## config.mk

```make
export PLATFORM = sky130hd
export DESIGN_NAME = t1_framer_status_and_alarm_sim
export DESIGN_NICKNAME = d
export VERILOG_FILES = /design/src/hw/sig_stack_mem.v /design/src/hw/t1_framer_status_and_alarm_sim.v
export VERILOG_INCLUDE_DIRS = /design/src /design/src/hw
export SDC_FILE = /design/constraint.sdc
export NUM_CORES = 1
export LEC_CHECK = 0
export BUFFER_PORTS_ARGS = -buffer_cell sky130_fd_sc_hd__buf_2
export CELL_PAD_IN_SITES_DETAIL_PLACEMENT = 0
export CELL_PAD_IN_SITES_GLOBAL_PLACEMENT = 1
export CORE_MARGIN = 4
export CORE_UTILIZATION = 25
export DETAILED_ROUTE_END_ITERATION = 7
export GPL_TIMING_DRIVEN = 1
export PLACE_DENSITY = 0.51
export SYNTH_ARGS = -nofsm -noshare
export SYNTH_HDL_FRONTEND = slang
export SYNTH_SLANG_ARGS = --single-unit
export TNS_END_PERCENT = 100
```

## constraint.sdc

```tcl
create_clock -name sys_clk -period 3.5 [get_ports sys_clk]
set_input_delay 0.175 -clock sys_clk [delete_from_list [all_inputs] [get_ports sys_clk]]
set_output_delay 0.175 -clock sys_clk [all_outputs]
set_load 0.05 [all_outputs]
```

## src/hw/t1_status_map.vh

```
// Purpose: register offsets, step decodes and fixed values of the framer status block
// Assumes: byte-wide read bus, one address per register
// Notes:   read-only registers; clear and simulate commands arrive as pulses
`ifndef T1_STATUS_MAP_VH
`define T1_STATUS_MAP_VH

// register offsets
`define OFS_ALARM_SIM    8'h04
`define OFS_SIG_STACK    8'h07
`define OFS_FSDL         8'h80
`define OFS_MF_STATUS    8'h05
`define OFS_FRAMING      8'h06
`define OFS_CNT_EXT      8'h08

// fixed bits of sparse registers
`define ALARM_SIM_FIXED  1'b1
`define FSDL_PAD         2'b11

// step decodes, bit n set means step n
`define STEPS_SLIP_POS   8'h02
`define STEPS_SLIP_NEG   8'h20
`define STEPS_LOS_FEC    8'h44
`define STEPS_NOS_CLK    8'h40
`define STEPS_AUTO_CLR   8'h99
`define STEPS_RX_PAR     8'h60
`define STEPS_TX_PAR     8'h06
`define STEPS_GLOBAL_PAR 8'h66
`define STEPS_TX_SLIP    8'h66

// signaling modes, channels and stack depth
`define SIG_MODE_CC      1'b0
`define SIG_MODE_BR      1'b1
`define SIG_CHAN_A       5'h11
`define SIG_CHAN_B       5'h18
`define SIG_CC_BITS      5'h18
`define STACK_DEPTH      2'h3

// multiframe loss threshold
`define MULTIFRAME_LOSS_FLAG_BAD_LIMIT   3'h2

`endif

```

## src/hw/sig_stack_mem.v

```verilog
// Purpose: three-byte receive signaling stack storage
// Assumes: one write and one read port on sys_clk
// Notes:   read data registered, so it trails the address by one edge
`timescale 1ns/1ps
module sig_stack_mem (
	input  wire       sys_clk,
	input  wire       sys_rst,
	input  wire       wrEn,
	input  wire [1:0] wrAddr,
	input  wire [7:0] wrData,
	input  wire [1:0] rdAddr,
	output reg  [7:0] rdData_reg
);
	reg [7:0] mem [0:3];

	// ------------------------------------------------------------
	// storage and registered read
	// ------------------------------------------------------------
	// no reset on the array: contents are only read after a full load
	always @(posedge sys_clk) begin
		if (wrEn) begin
			mem[wrAddr] <= wrData;
		end
	end

	always @(posedge sys_clk or posedge sys_rst) begin
		if (sys_rst) begin
			rdData_reg <= 8'h00;
		end else begin
			rdData_reg <= mem[rdAddr];
		end
	end
endmodule

```

## src/hw/t1_framer_status_and_alarm_sim.v

```verilog
// Purpose: status flags, alarm simulation steps and receive signaling stack of a T1 framer
// Assumes: all inputs synchronous to sys_clk; event inputs are one-cycle pulses
// Notes:   read strobes are sampled, so a read needs rd_n low across at least one rising clock edge
`timescale 1ns/1ps
`include "t1_status_map.vh"
module t1_framer_status_and_alarm_sim (
	input  wire       sys_clk,
	input  wire       sys_rst,
	input  wire       chip_select_n,
	input  wire       rd_n,
	input  wire       dma_ack_n,
	input  wire [7:0] addr,
	input  wire       simulate_cmd,
	input  wire       clear_cmd,
	input  wire [4:0] channel_select_reg,
	input  wire       rxParityEv,
	input  wire [4:0] rxParityChan,
	input  wire       txParityEv,
	input  wire [4:0] txParityChan,
	input  wire       txSlipEv,
	input  wire       rxSlipEv,
	input  wire       fbitErrEv,
	input  wire       losIn,
	input  wire       mfGoodEv,
	input  wire       rxMfStartEv,
	input  wire       rxFrame37,
	input  wire       rx_mf_ack,
	input  wire       tx_mf_begin_out,
	input  wire       txDChanStart,
	input  wire       mfFormat,
	input  wire       mlosWindow5,
	input  wire       mfPatEv,
	input  wire       mfPatBad,
	input  wire       mfResyncEv,
	input  wire       opticalEnable,
	input  wire       rx_rail_pos_in,
	input  wire       rx_rail_neg_in,
	input  wire       fbitPosErrEv,
	input  wire [2:0] fbitPosIdx,
	input  wire       historyUpdateEv,
	input  wire [5:0] dlSubstMask,
	input  wire       internal_sig_enable,
	input  wire       sigMode,
	input  wire       sig_channel_24_select,
	input  wire       sigBitEv,
	input  wire       sigBit,
	input  wire [4:0] sigChan,
	input  wire       sigFrameEndEv,
	input  wire       fsdlBitEv,
	input  wire       fsdlBit,
	input  wire [2:0] fsdlIdx,
	input  wire [3:0] cntExtIn,
	output reg  [7:0] rdData_reg,
	output reg        rdDataOe_reg,
	output reg        rx_dma_request_reg,
	output reg        rx_mf_begin_out_reg,
	output reg        simForceSlipPos_reg,
	output reg        simForceSlipNeg_reg,
	output reg        simForceLos_reg,
	output reg        simForceFec_reg,
	output reg        simForceNosClk_reg,
	output reg        simAutoClear_reg
);

	// ------------------------------------------------------------
	// helpers
	// ------------------------------------------------------------
	// step membership test against an eight-bit step mask
	function stepIn;
		input [7:0] mask;
		input [2:0] step;
		begin
			stepIn = mask[step];
		end
	endfunction

	// count of ones in a five-bit pattern history
	function [2:0] onesOf;
		input [4:0] v;
		begin
			onesOf = {2'b00, v[0]} + {2'b00, v[1]} + {2'b00, v[2]}
				+ {2'b00, v[3]} + {2'b00, v[4]};
		end
	endfunction

	// ------------------------------------------------------------
	// alarm simulation step counter
	// ------------------------------------------------------------
	reg  [2:0] simStep_reg;
	wire [2:0] simStep_next = simulate_cmd ? simStep_reg + 3'h1 : simStep_reg;
	wire       simEnter     = simulate_cmd;
	wire       simSetRxPar  = simEnter & stepIn(`STEPS_RX_PAR, simStep_next);
	wire       simSetTxPar  = simEnter & stepIn(`STEPS_TX_PAR, simStep_next);
	wire       simSetGPar   = simEnter & stepIn(`STEPS_GLOBAL_PAR, simStep_next);
	wire       simSetTxSlip = simEnter & stepIn(`STEPS_TX_SLIP, simStep_next);

	// wraps from 7 to 0, so eight commands complete one pass
	always @(posedge sys_clk or posedge sys_rst) begin
		if (sys_rst) begin
			simStep_reg <= 3'h0;
		end else begin
			simStep_reg <= simStep_next;
		end
	end

	// forcing outputs decoded from the next step so they track it without lag
	always @(posedge sys_clk or posedge sys_rst) begin
		if (sys_rst) begin
			simForceSlipPos_reg <= 1'b0;
			simForceSlipNeg_reg <= 1'b0;
			simForceLos_reg     <= 1'b0;
			simForceFec_reg     <= 1'b0;
			simForceNosClk_reg  <= 1'b0;
			simAutoClear_reg    <= 1'b1;
		end else begin
			simForceSlipPos_reg <= stepIn(`STEPS_SLIP_POS, simStep_next);
			simForceSlipNeg_reg <= stepIn(`STEPS_SLIP_NEG, simStep_next);
			simForceLos_reg     <= stepIn(`STEPS_LOS_FEC, simStep_next);
			simForceFec_reg     <= stepIn(`STEPS_LOS_FEC, simStep_next);
			simForceNosClk_reg  <= stepIn(`STEPS_NOS_CLK, simStep_next);
			simAutoClear_reg    <= stepIn(`STEPS_AUTO_CLR, simStep_next);
		end
	end

	// ------------------------------------------------------------
	// additional status flags
	// ------------------------------------------------------------
	reg freezeSig_reg;
	reg rxParErr_reg;
	reg txParErr_reg;
	reg txSlip_reg;
	reg globalPar_reg;
	reg dmaSlip_reg;
	// entering a quiet step drops the parity and transmit slip flags that simulation raised earlier
	wire autoClr = simEnter & stepIn(`STEPS_AUTO_CLR, simStep_next);
	wire rxParSel = rxParityEv & (rxParityChan == channel_select_reg);
	wire txParSel = txParityEv & (txParityChan == channel_select_reg);
	wire slipSeen = rxSlipEv | simForceSlipPos_reg | simForceSlipNeg_reg;
	wire stackSlip;

	// in every flag below a set in the clear cycle wins over the clear
	always @(posedge sys_clk or posedge sys_rst) begin
		if (sys_rst) begin
			freezeSig_reg <= 1'b0;
			rxParErr_reg  <= 1'b0;
			txParErr_reg  <= 1'b0;
			txSlip_reg    <= 1'b0;
			globalPar_reg <= 1'b0;
			dmaSlip_reg   <= 1'b0;
		end else begin
			if (fbitErrEv | losIn | slipSeen) begin
				freezeSig_reg <= 1'b1;
			end else if (mfGoodEv) begin
				freezeSig_reg <= 1'b0;
			end
			if (rxParSel | simSetRxPar) begin
				rxParErr_reg <= 1'b1;
			end else if (clear_cmd | autoClr) begin
				rxParErr_reg <= 1'b0;
			end
			if (txParSel | simSetTxPar) begin
				txParErr_reg <= 1'b1;
			end else if (clear_cmd | autoClr) begin
				txParErr_reg <= 1'b0;
			end
			if (txSlipEv | simSetTxSlip) begin
				txSlip_reg <= 1'b1;
			end else if (clear_cmd | autoClr) begin
				txSlip_reg <= 1'b0;
			end
			if (rxParityEv | txParityEv | simSetGPar) begin
				globalPar_reg <= 1'b1;
			end else if (clear_cmd | autoClr) begin
				globalPar_reg <= 1'b0;
			end
			if (stackSlip) begin
				dmaSlip_reg <= 1'b1;
			end else if (clear_cmd) begin
				dmaSlip_reg <= 1'b0;
			end
		end
	end

	// ------------------------------------------------------------
	// multiframe begin pins and flags
	// ------------------------------------------------------------
	reg rxRemoteSw_reg;
	reg rxMfBegin_reg;
	reg txRemoteSw_reg;
	reg txMfBegin_reg;
	reg txMfOutPrev_reg;
	wire txRise = tx_mf_begin_out & ~txMfOutPrev_reg;

	// receive begin pin stays up until software acknowledges the fs/dl read
	always @(posedge sys_clk or posedge sys_rst) begin
		if (sys_rst) begin
			rx_mf_begin_out_reg <= 1'b0;
			rxRemoteSw_reg      <= 1'b0;
			rxMfBegin_reg       <= 1'b0;
		end else begin
			if (rxMfStartEv) begin
				rx_mf_begin_out_reg <= 1'b1;
				rxRemoteSw_reg      <= mfFormat & rxFrame37;
				rxMfBegin_reg       <= ~rxFrame37;
			end else if (rx_mf_ack) begin
				rx_mf_begin_out_reg <= 1'b0;
				rxRemoteSw_reg      <= 1'b0;
				rxMfBegin_reg       <= 1'b0;
			end
		end
	end

	// transmit flags latch the cause on the rising edge and drop with the pin
	always @(posedge sys_clk or posedge sys_rst) begin
		if (sys_rst) begin
			txMfOutPrev_reg <= 1'b0;
			txRemoteSw_reg  <= 1'b0;
			txMfBegin_reg   <= 1'b0;
		end else begin
			txMfOutPrev_reg <= tx_mf_begin_out;
			if (~tx_mf_begin_out) begin
				txRemoteSw_reg <= 1'b0;
				txMfBegin_reg  <= 1'b0;
			end else if (txRise) begin
				txRemoteSw_reg <= mfFormat & txDChanStart;
				txMfBegin_reg  <= ~txDChanStart;
			end
		end
	end

	// ------------------------------------------------------------
	// framing status: multiframe loss, line error, error history
	// ------------------------------------------------------------
	reg  [4:0] patHist_reg;
	reg        mfLoss_reg;
	reg        lineErr_reg;
	reg  [5:0] fehAcc_reg;
	reg  [5:0] feh_reg;
	wire [4:0] patHist_next = {patHist_reg[3:0], mfPatBad};
	wire [4:0] patWin       = mlosWindow5 ? patHist_next : {1'b0, patHist_next[3:0]};
	wire [5:0] fehHit       = (fbitPosErrEv && fbitPosIdx < 3'h6) ?
		(6'h01 << fbitPosIdx) : 6'h00;

	// pattern history only moves on a pattern check; resync starts it afresh
	always @(posedge sys_clk or posedge sys_rst) begin
		if (sys_rst) begin
			patHist_reg <= 5'h00;
			mfLoss_reg  <= 1'b0;
		end else begin
			if (mfResyncEv) begin
				patHist_reg <= 5'h00;
				mfLoss_reg  <= 1'b0;
			end else if (mfPatEv) begin
				patHist_reg <= patHist_next;
				if (onesOf(patWin) >= `MULTIFRAME_LOSS_FLAG_BAD_LIMIT) begin
					mfLoss_reg <= 1'b1;
				end
			end
		end
	end

	// history collects between updates; an error in the update cycle lands in it
	always @(posedge sys_clk or posedge sys_rst) begin
		if (sys_rst) begin
			lineErr_reg <= 1'b0;
			fehAcc_reg  <= 6'h00;
			feh_reg     <= 6'h00;
		end else begin
			lineErr_reg <= ~opticalEnable & rx_rail_pos_in & rx_rail_neg_in;
			if (historyUpdateEv) begin
				feh_reg    <= (fehAcc_reg | fehHit) & ~dlSubstMask;
				fehAcc_reg <= 6'h00;
			end else begin
				fehAcc_reg <= fehAcc_reg | fehHit;
			end
		end
	end

	// ------------------------------------------------------------
	// receive signaling assembly and stack
	// ------------------------------------------------------------
	reg  [23:0] sigAsm_reg;
	reg  [4:0]  sigCnt_reg;
	reg  [23:0] sigLoad_reg;
	reg  [1:0]  loadIdx_reg;
	reg         loading_reg;
	reg  [1:0]  stackPtr_reg;
	wire [4:0]  ccChan   = sig_channel_24_select ? `SIG_CHAN_B : `SIG_CHAN_A;
	wire [4:0]  brIdx    = sigChan - 5'h01;
	wire        ccBit    = sigBitEv & (sigChan == ccChan) & (sigMode == `SIG_MODE_CC);
	wire        ccFull   = ccBit & (sigCnt_reg == `SIG_CC_BITS - 5'h01);
	wire        brFull   = sigFrameEndEv & (sigMode == `SIG_MODE_BR);
	wire        stackReq = internal_sig_enable & (ccFull | brFull);
	wire [7:0]  stackByte;
	wire [7:0]  loadByte = (loadIdx_reg == 2'h0) ? sigLoad_reg[23:16] :
		(loadIdx_reg == 2'h1) ? sigLoad_reg[15:8] : sigLoad_reg[7:0];
	assign stackSlip = stackReq & rx_dma_request_reg;

	// cc mode shifts so the earliest bit ends in the first byte's msb
	always @(posedge sys_clk or posedge sys_rst) begin
		if (sys_rst) begin
			sigAsm_reg <= 24'h000000;
			sigCnt_reg <= 5'h00;
		end else begin
			if (ccBit) begin
				sigAsm_reg <= {sigAsm_reg[22:0], sigBit};
				sigCnt_reg <= ccFull ? 5'h00 : sigCnt_reg + 5'h01;
			end else if (sigBitEv && sigMode == `SIG_MODE_BR && brIdx < 5'h18) begin
				sigAsm_reg[5'd23 - brIdx] <= sigBit;
			end
		end
	end

	// a new request reloads over unread bytes; the slip flag records the loss
	always @(posedge sys_clk or posedge sys_rst) begin
		if (sys_rst) begin
			sigLoad_reg <= 24'h000000;
			loadIdx_reg <= 2'h0;
			loading_reg <= 1'b0;
		end else begin
			if (stackReq) begin
				sigLoad_reg <= ccBit ? {sigAsm_reg[22:0], sigBit} : sigAsm_reg;
				loadIdx_reg <= 2'h0;
				loading_reg <= 1'b1;
			end else if (loading_reg) begin
				loadIdx_reg <= loadIdx_reg + 2'h1;
				loading_reg <= (loadIdx_reg != `STACK_DEPTH - 2'h1);
			end
		end
	end

	sig_stack_mem stackMem (
		.sys_clk    (sys_clk),
		.sys_rst    (sys_rst),
		.wrEn       (loading_reg),
		.wrAddr     (loadIdx_reg),
		.wrData     (loadByte),
		.rdAddr     (stackPtr_reg),
		.rdData_reg (stackByte)
	);

	// ------------------------------------------------------------
	// fs/dl capture
	// ------------------------------------------------------------
	reg [5:0] fsdlAsm_reg;
	reg [5:0] fsdl_reg;

	// bits arrive already mapped; the set is frozen when the receive begin pin rises
	always @(posedge sys_clk or posedge sys_rst) begin
		if (sys_rst) begin
			fsdlAsm_reg <= 6'h00;
			fsdl_reg    <= 6'h00;
		end else begin
			if (fsdlBitEv && fsdlIdx < 3'h6) begin
				fsdlAsm_reg[fsdlIdx] <= fsdlBit;
			end
			if (rxMfStartEv) begin
				fsdl_reg <= fsdlAsm_reg;
			end
		end
	end

	// ------------------------------------------------------------
	// read port
	// ------------------------------------------------------------
	reg        rdPrev_reg;
	reg        rdStack_reg;
	reg  [7:0] rdMux;
	wire       cpuSel   = ~chip_select_n;
	wire       stackSel = (cpuSel & (addr == `OFS_SIG_STACK)) | ~dma_ack_n;
	wire       rdStart  = rdPrev_reg & ~rd_n;
	wire       rdEnd    = ~rdPrev_reg & rd_n;
	wire       anySel   = cpuSel | ~dma_ack_n;

	// register read mux; unmapped offsets read as zero
	always @* begin
		rdMux = 8'h00;
		if (stackSel) begin
			rdMux = stackByte;
		end else begin
			case (addr)
				`OFS_ALARM_SIM: rdMux = {simStep_reg, freezeSig_reg, `ALARM_SIM_FIXED,
					rxParErr_reg, txParErr_reg, txSlip_reg};
				`OFS_MF_STATUS: rdMux = {2'b00, dmaSlip_reg, globalPar_reg,
					rxRemoteSw_reg, rxMfBegin_reg, txRemoteSw_reg, txMfBegin_reg};
				`OFS_FRAMING:   rdMux = {mfLoss_reg, lineErr_reg, feh_reg};
				`OFS_FSDL:      rdMux = {`FSDL_PAD, fsdl_reg};
				`OFS_CNT_EXT:   rdMux = {4'h0, cntExtIn};
				default:        rdMux = 8'h00;
			endcase
		end
	end

	// data is captured at the strobe's fall and held for the whole strobe
	always @(posedge sys_clk or posedge sys_rst) begin
		if (sys_rst) begin
			rdPrev_reg   <= 1'b1;
			rdStack_reg  <= 1'b0;
			rdData_reg   <= 8'h00;
			rdDataOe_reg <= 1'b0;
		end else begin
			rdPrev_reg <= rd_n;
			if (rdStart && anySel) begin
				rdData_reg   <= rdMux;
				rdDataOe_reg <= 1'b1;
				rdStack_reg  <= stackSel;
			end else if (rd_n) begin
				rdDataOe_reg <= 1'b0;
				rdStack_reg  <= 1'b0;
			end
		end
	end

	// stack pointer moves at the end of each stack read; request drops after the third
	always @(posedge sys_clk or posedge sys_rst) begin
		if (sys_rst) begin
			stackPtr_reg       <= 2'h0;
			rx_dma_request_reg <= 1'b0;
		end else begin
			if (stackReq) begin
				stackPtr_reg       <= 2'h0;
				rx_dma_request_reg <= 1'b1;
			end else if (rdEnd && rdStack_reg) begin
				if (stackPtr_reg == `STACK_DEPTH - 2'h1) begin
					stackPtr_reg       <= 2'h0;
					rx_dma_request_reg <= 1'b0;
				end else begin
					stackPtr_reg <= stackPtr_reg + 2'h1;
				end
			end
		end
	end

endmodule

```

# Yosys cells after proc, flatten, opt, wreduce, memory -nomap -nowiden
# Memory sizes are Yosys's and may differ from the RTL's. A register that Yosys moved wholly into a read port is not among the register bits.
# Cells that the tools add are included.
# op_classes
add_sub_neg	10
n_lt_le_gt_ge	9
n_eq_ne	14
shift	1
muxes	60
bitwise_logic	45
reduce_logical	25
# ops
operator	count
$mux 24	3
$pmux 8 s5	1
$mux 1	36
$eq 8x3->1 const B	4
$reduce_bool 2->1	14
$bwmux 24	1
$mux 8	3
$and 1x1->1	20
$eq 5x5->1	3
$or 1x1->1	13
$mux 4	3
$mux 6	2
$mux 2	5
$mux 5	2
$not 1->1	9
$eq 8x4->1 const B	1
$eq 8x8->1 const B	1
$logic_and 1x1->1	8
$lt 3x4->1 const B	2
$add 3x1->3	2
$and 6x6->6	1
$bwmux 6	1
$lt 3x3->1 const B	2
$lt 5x6->1 const B	1
other kinds (24)	26
# word_totals
reg_bits	116
ramBits	32
mem_bits_ro	64
input_bits	81
output_inout_bits	17
elab_cells	205
memories	9
# memory_table
memory	depth	width	rd	rd_ports_with_merged_regs	write_ports	line	rtl
stackMem.mem	4	8	1	1	1	sig_stack_mem.v:14	reg [7:0] mem [0:3];
(no name shown)	8	1	1	0	0	t1_framer_status_and_alarm_sim.v:73	stepIn = mask[step];
(no name shown)	8	1	1	1	0	t1_framer_status_and_alarm_sim.v:73	
(no name shown)	8	1	1	1	0	t1_framer_status_and_alarm_sim.v:73	
(no name shown)	8	1	1	1	0	t1_framer_status_and_alarm_sim.v:73	
(no name shown)	8	1	1	1	0	t1_framer_status_and_alarm_sim.v:73	
3 more memories	-	-	-	-	-	-	

# Depth between registers and ports, before layout
# Gate-level depths: netlist of run 1.
# logic_depth
word_depth	9
depth_mapped	8
mapped_depth_nobuf	8

# By module
# Synthesis of run 1 repeated with hierarchy kept, for this count alone.
# hier_totals
hier_cells	635
area_unflattened_um2	7707.4
# modules_own_cells
mod	n_inst	cells_per_inst	area_each_um2	seq_area_each_um2
t1_framer_status_and_alarm_sim	1	580	6314.8	3005.4
sig_stack_mem	1	55	1392.6	1161.1

# Worst setup path after synthesis of run 1
# No wires, ideal clock.
# synth_timing
kind	in2reg
startpoint	input addr[3]
endpoint	register rdData_reg[1]
setup_time_ns	0.143
t_arrival_ns	1.528
required_ns	3.357
setup_slack_ns	1.830
cell_stages	5
path_buffers	1
cell_sequence	or3b_2 -> o41ai_2 -> or3_1 -> buf_2 -> o221ai_1
# synth_via
elab_chain_len	4
word_cells_on_any_way	10
cone_classes	6 x eq/ne; 2 x mux; 2 x bitwise
# synth_lines
element	line	rtl
start: declaration	t1_framer_status_and_alarm_sim.v:12	input wire [7:0] addr,
$eq 8x3->1 (no source line)	-	
$and 1x1->1	t1_framer_status_and_alarm_sim.v:370	wire stackSel = (cpuSel & (addr == `OFS_SIG_STACK)) | ~dma_ack_n;
$or 1x1->1	t1_framer_status_and_alarm_sim.v:370	
$mux 8 *	t1_framer_status_and_alarm_sim.v:378	if (stackSel) begin
end signal: assignment	t1_framer_status_and_alarm_sim.v:404	rdData_reg <= rdMux;
end: declaration	t1_framer_status_and_alarm_sim.v:53	output reg [7:0] rdData_reg,
# Every way passes the cells marked *; elsewhere a longest branch is shown, timed or not.
# A chain may end at the register's enable or synchronous reset.

# Final worst setup path of run 1
# layout_timing
startpoint	register simStep_reg[0]
endpoint	register globalPar_reg
# layout_via
elab_chain_len	7
word_cells_on_any_way	12
cone_classes	1 x add/sub; 4 x mux; 4 x bitwise; 1 x reduce/logical; 2 x memory
# layout_lines
element	line	rtl
start: declaration	t1_framer_status_and_alarm_sim.v:89	reg [2:0] simStep_reg;
start signal: assignment	t1_framer_status_and_alarm_sim.v:102	simStep_reg <= simStep_next;
$add 3x1->3	t1_framer_status_and_alarm_sim.v:90	wire [2:0] simStep_next = simulate_cmd ? simStep_reg + 3'h1 : simStep_reg;
$mux 3 *	t1_framer_status_and_alarm_sim.v:90	
$mem_v2 8x1	-	
$mux 1	-	
$and 1x1->1 (on tied branches)	-	
$or 1x1->1 (on tied branches)	t1_framer_status_and_alarm_sim.v:171, t1_framer_status_and_alarm_sim.v:173	
$mux 1 / $reduce_bool 2->1 (equally long branches)	-	
end signal: assignment	t1_framer_status_and_alarm_sim.v:148	globalPar_reg <= 1'b0;
end signal: assignment	t1_framer_status_and_alarm_sim.v:172	globalPar_reg <= 1'b1;
end signal: assignment	t1_framer_status_and_alarm_sim.v:174	globalPar_reg <= 1'b0;
end: declaration	t1_framer_status_and_alarm_sim.v:132	reg globalPar_reg;
# Every way passes the cells marked *; elsewhere a longest branch is shown, timed or not. The select of a mux whose other input is x is not followed.

==> results.ini, run 1 <==
[grt]
grt_pass1_vias=5424
grt_overflow=0
antenna_found_initial=0
grt_pass1_wl_um=29800
grt_max_degree=68
grt_use_total_pct=11.3

[clock_tree]
htree_levels=4
clkLatencyLatePin_ns=0.43
tritoncts=yes
hold_buffers=15
cts-root-buf=clkbuf_16
clock_path_buffers=2
clkSlewWorstSetupHoldPaths_ns=0.07
post_cts_buffers=0
ctsResizeCount=0
cts_buffers=17
clkSinkCount=160

[setup_path]
path_class=flop to flop
startpoint=simStep_reg[0]
worstRegToRegCells=6
crit_arrival_ns=2.60
startpoint_type=flop
cp_max_fo=3
endpoint_kind=flop
timing.rr.start=simStep_reg[0]
cp-endpoint=globalPar_reg
r2r-end=globalPar_reg
r2r_slack_ns=1.22
required_ns=3.81

[route]
finalWirelength_um=18200
firstDrtPassIters=4
vias=5243
drtIter0Drc=315
vias_per_cell=4.48
antenna_left=0
wl_per_cell_um=15.5
remaining_drc_errors=0

[place]
globalplace.congestion=0.749
port_buffers=97
dp.final_hpwl_um=13000
placed_cell_area_sq_mm=0.00833

[status]
status=finished, final reports clean

[layout]
final_common_cell=dfrtp_1
final_cell_mix=dfrtp_1 (126), buf_2 (97), nand2_1 (87)
drive_gt1_share_pct=21.8
nets=859
syn_to_final_growth_pct=21.1
design_area_sq_mm=0.00905
fillers=3098
n_antenna_cell=0
largest_reg_flops=32

[timing]
relSlewSlack_pct=49.8
rsz0062_at_grt=false
whs_ns=0.0171
fin_crit_ns=2.28
fin_setup_tns_ns=0
slew_violations=0
finalSetupViolations=0
hold_viol=0
fmax_ghz=0.438
fin_crit_sh_pct=65.3
worstMarginPinSlew_ns=0.752
finClkSkew_ns=0.00898

[logic_synthesis]
ys_ff_latch=160
synthDistinctLibCells=60
yosys_warnings=0
netlist_area_sq_mm=0.00748
yosysSeqAreaShare_pct=55.7
syn_avg_cell_area_sq_um=11.2
async_flop_share_pct=80.0
syn_nets=758
synth_edf_count=32
dominantRegCellSynth=dfrtp_1
synthCells=667

[floorplanning]
fp.dieH_um=181
die_area_sq_mm=0.0327
std_cell_rows=63
coreArea_sq_mm=0.0296
io-pin-count=98
die_w_um=181
initial_utilization_pct=25.3

[power_and_ir_drop]
p_leak_uw=0.00391
ir_drop_mv=0.331
p_per_area_mw_per_mm2=617

[worst_hold_path]
hold_path_class=input port to flop
worstHoldStart=txParityEv

[job]
max_cap_viol_count=0

-- Yosys cell counts (6+ instances only) --
| master | instances | share of area (%) |
|---|---|---|
| dfrtp_1 | 126 | 42 |
| nand2_1 | 87 | 4.4 |
| o21ai_0 | 51 | 3.4 |
| nor2_1 | 45 | 2.3 |
| mux2i_1 | 44 | 5.9 |
| edfxtp_1 | 32 | 13 |
| clkbuf_1 | 22 | 1.1 |
| inv_1 | 19 | 0.95 |
| mux2_2 | 19 | 2.9 |
| a21boi_0 | 16 | 1.6 |
| nand3_1 | 14 | 0.94 |
| nor3_1 | 13 | 0.87 |
| a21oi_1 | 11 | 0.74 |
| xor2_1 | 11 | 1.3 |
| a31oi_1 | 9 | 0.75 |
| ha_1 | 9 | 1.5 |
| nor2b_1 | 9 | 0.75 |
| and2_1 | 8 | 0.67 |
| mux4_2 | 8 | 2.4 |
| o21ai_1 | 8 | 0.54 |
| nand2b_1 | 7 | 0.59 |
| a22oi_1 | 6 | 0.60 |
| nand3b_1 | 6 | 0.60 |
-- per-layer routing --
metal,global-route usage (%),vias up,part of all wire (%)
met4,2.79,0,0.91
met2,17.6,87,46
met5,0,-,0
met3,2.54,13,3.8
li1,-,2597,-
met1,16.1,2546,50
-- final cells by class --
type / count / area (sq um) / area share (%)
Tap cell: 390 / 488 / 5.39
Clock buffer: 17 / 425 / 4.70
Multi-Input combinational cell: 453 / 3060 / 33.8
Sequential cell: 160 / 4170 / 46.0
Clock inverter: 15 / 150 / 1.66
Timing Repair Buffer: 117 / 686 / 7.57
Inverter: 19 / 75.1 / 0.829
-- metrics by stage --
| stage | util [%] | cells | setup slack [ns] | power [uW] |
|---|---|---|---|---|
| finish | 30.6 | 1171 | 1.22 | 5590 |
| CTS | 30.6 | 1171 | 1.21 | 5700 |
| global placement | 28.2 | 1124 | 1.31 | 3830 |
| floorplan | - | 667 | 1.75 | 3420 |
| global route | 30.6 | 1171 | 1.05 | 5940 |
| detailed placement | 28.2 | 1124 | 1.27 | 3830 |
-- worst max-delay path, cell delays in order (launching register included) --
cell and delay, ns:
dfrtp_1 0.42, ha_1 0.30, mux2i_1 0.21, ha_1 0.23, nor2_1 0.08, a2111o_1 0.37, dlygate4sd3_1 0.55
-- kinds of logic (layout without fill, tap and decap cells) --
logic type | after synthesis | after routing | synth area share, %
simple gates | 217 | 217 | 13.8
flops | 160 | 160 | 55.7
compound gates | 139 | 139 | 12.3
mux | 71 | 71 | 11.2
buf+inv | 54 | 168 | 3.30
xor+xnor | 16 | 16 | 1.87
fa+ha+maj | 10 | 10 | 1.77
-- worst min path at each step --
stage                   endpoint  slack [ns]  cells after the start
floorplan             rdPrev_reg        0.18                      0
global placement      rdPrev_reg        0.32                      1
detailed placement    rdPrev_reg        0.32                      1
CTS                 txParErr_reg      0.0005                      2
global route        txParErr_reg       0.004                      2
finish              txParErr_reg        0.02                      2
-- where the power goes --
group | internal (uW) | switching, uW
logic | 457 | 718
registers | 2360 | 241
clock network | 947 | 869
total | 3760 | 1830
Note: power is estimated with default switching activity, not from simulation.
==> run 2: changes to the inputs <==
- PLACE_DENSITY: 0.51 -> 0.5
- clock period: 3.5 -> 2.3 ns (I/O delays scaled with it)
==> run 2 against run 1 <==
Against the previous run:
- first-iteration DRC count is 36% lower
- clock power is 53% higher
- worst setup slack worse by 1.1 ns
- sequential cell count stayed put
- final cell count is 1.4% higher
- sequential share of layout area is 0.84 points lower
- utilization is 0.57 points higher
- wire length is 0.58% higher
- worst hold slack hardly changed
- clock skew hardly changed
- final area is 1.9% higher
- die area stayed put
- critical endpoint unchanged
- largest power group unchanged
- highest routed layer unchanged
==> results.ini, run 2 (synthesized netlist as in run 1, its figures left out) <==
[grt]
grt_overflow=0
grt_max_degree=71
antenna_found_initial=0
grt_pass1_vias=5511
grt_use_total_pct=11.4
grt_pass1_wl_um=30100

[power_and_ir_drop]
combPwrFrac_pct=21.6
p_seq_share_pct=46.1
switching_share_pct=30.7
power.internal_uw=5960
p_switching_uw=2640
ir_drop_mv=0.461
p_per_area_mw_per_mm2=932
clkPwrFrac_pct=32.3
p_leak_uw=0.00400

[layout]
fillers=3083
n_antenna_cell=0
nets=875
stdcell_count=1187
final_cell_mix=dfrtp_1 (126), buf_2 (97), nand2_1 (87)
design_area_sq_mm=0.00922
final_common_cell=dfrtp_1
syn_to_final_growth_pct=23.4
largest_reg_flops=32
drive_gt1_share_pct=22.3
utilization_pct=31.2

[route]
vias_per_cell=4.45
antenna_left=0
finalWirelength_um=18300
drtIter0Drc=201
vias=5282
highest_layer=met4
met3WireLength_um=685
wl_per_cell_um=15.4
firstDrtPassIters=4
remaining_drc_errors=0
met2_length_um=8390
met1_length_um=9070

[floorplanning]
coreArea_sq_mm=0.0296
die_w_um=181
initial_utilization_pct=25.3
std_cell_rows=63
io-pin-count=98
fp.dieH_um=181
die_area_sq_mm=0.0327

[place]
globalplace.congestion=0.748
dp.final_hpwl_um=13300
placed_cell_area_sq_mm=0.00842
dpl.cell_count=1133
port_buffers=97
place_ws_ns=0.357

[setup_path]
crit_buf_inv=1
crit_arrival_ns=2.52
endpoint_kind=flop
crit_chain=ha_4 > mux2i_2 > ha_1 > nor2_1 > a2111o_1 > dlygate4sd3_1
path_class=flop to flop
slowest_delay_ns=0.55
startpoint_type=flop
cp_max_fo=3
crit_slowest_cell=dlygate4sd3_1
required_ns=2.61
crit_family=adder cells

[timing]
fin_crit_sh_pct=96.4
finClkSkew_ns=0.00850
fin_crit_ns=2.22
finalWorstSetupSlack_ns=0.0839
fmax_ghz=0.451
relSlewSlack_pct=58.2
slew_violations=0
finalSetupViolations=0
fin_setup_tns_ns=0
hold_viol=0
worstMarginPinSlew_ns=0.627

[clock_tree]
clock_path_buffers=2
clkLatencyLatePin_ns=0.42
clkSlewWorstSetupHoldPaths_ns=0.07
clkSinkCount=160
htree_levels=4
cts-root-buf=clkbuf_16
tritoncts=yes
cts_buffers=17

[job]
max_cap_viol_count=0

[worst_hold_path]
hold_path_class=input port to flop

[status]
status=finished, final reports clean

==> run 2: cell count changes in the layout (fill, tap and decap cells not counted), sizes merged <==
cell / change
clkbuf: +2
inv: -5
clkinvlp: -4
dlygate4sd3: +5
buf: +11
clkinv: +5
bufinv: +2
==> run 2: worst register-to-register path: cells and delay by family, from the launching register on <==
kind	cells	cell delay, ns
buffers and inverters	1	0.55
muxes	1	0.07
and+or+nand+nor	1	0.07
AOI/OAI and AO/OA	1	0.37
adders and majority gates	2	0.61
DFF	1	0.43
==> run 2: repair_timing <==
action,in CTS,in global routing
endpoints found under the setup margin,0,1
gates resized for setup,0,2
hold buffers,20,0
hold endpoints to repair,59,0
setup buffers,0,2
==> run 2: metrics by stage <==
stage,hold WS (ns),total power (uW)
after global routing,0.0197,9140
after global placement,0.102,5830
after CTS,0.00268,8710
after floorplan,0.119,5200
after detailed placement,0.104,5850
final,0.0173,8600
==> run 2: cell type report <==
cell class	count	area, sq um	area share, %
clock inverter	13	138	1.49
sequential	160	4170	45.2
timing repair buffer	133	843	9.14
clock buffer	19	433	4.69
inverter	19	75.1	0.814
multi-input combinational	453	3080	33.4
tap	390	488	5.29
==> run 2: routing by layer <==
layer  vias up  track usage (%)
li1       2627                -
met1      2557             16.0
met2        87             17.8
met3        11             2.68
met4         0             2.79
met5         -                0
==> run 2: worst paths after layout <==
kind | start | endpoint | slack [ns] | cells past startpoint
min in group asynchronous | sys_rst | stackMem.rdData_reg[4] | 0.21 | 3
worst min register to register | fehAcc_reg[1] | fehAcc_reg[1] | 0.48 | 2
worst max register to register | simStep_reg[1] | globalPar_reg | 0.08 | 6
max in group asynchronous | sys_rst | sigAsm_reg[0] | 1.40 | 4
worst max-delay path | simStep_reg[1] | globalPar_reg | 0.08 | 6
worst min-delay path | fbitPosErrEv | fehAcc_reg[4] | 0.02 | 3
==> run 2: power by group through the flow <==
| stage | clock network, uW | registers (uW) | logic, uW |
|---|---|---|---|
| 6_report | 2780 | 3960 | 1860 |
| 5_1_grt | 2990 | 4050 | 2100 |
| 4_1_cts | 2880 | 3970 | 1860 |
| 3_5_place_dp | 0 | 4030 | 1820 |
| 3_3_place_gp | 0 | 4020 | 1810 |
| 2_1_floorplan | 0 | 4090 | 1110 |
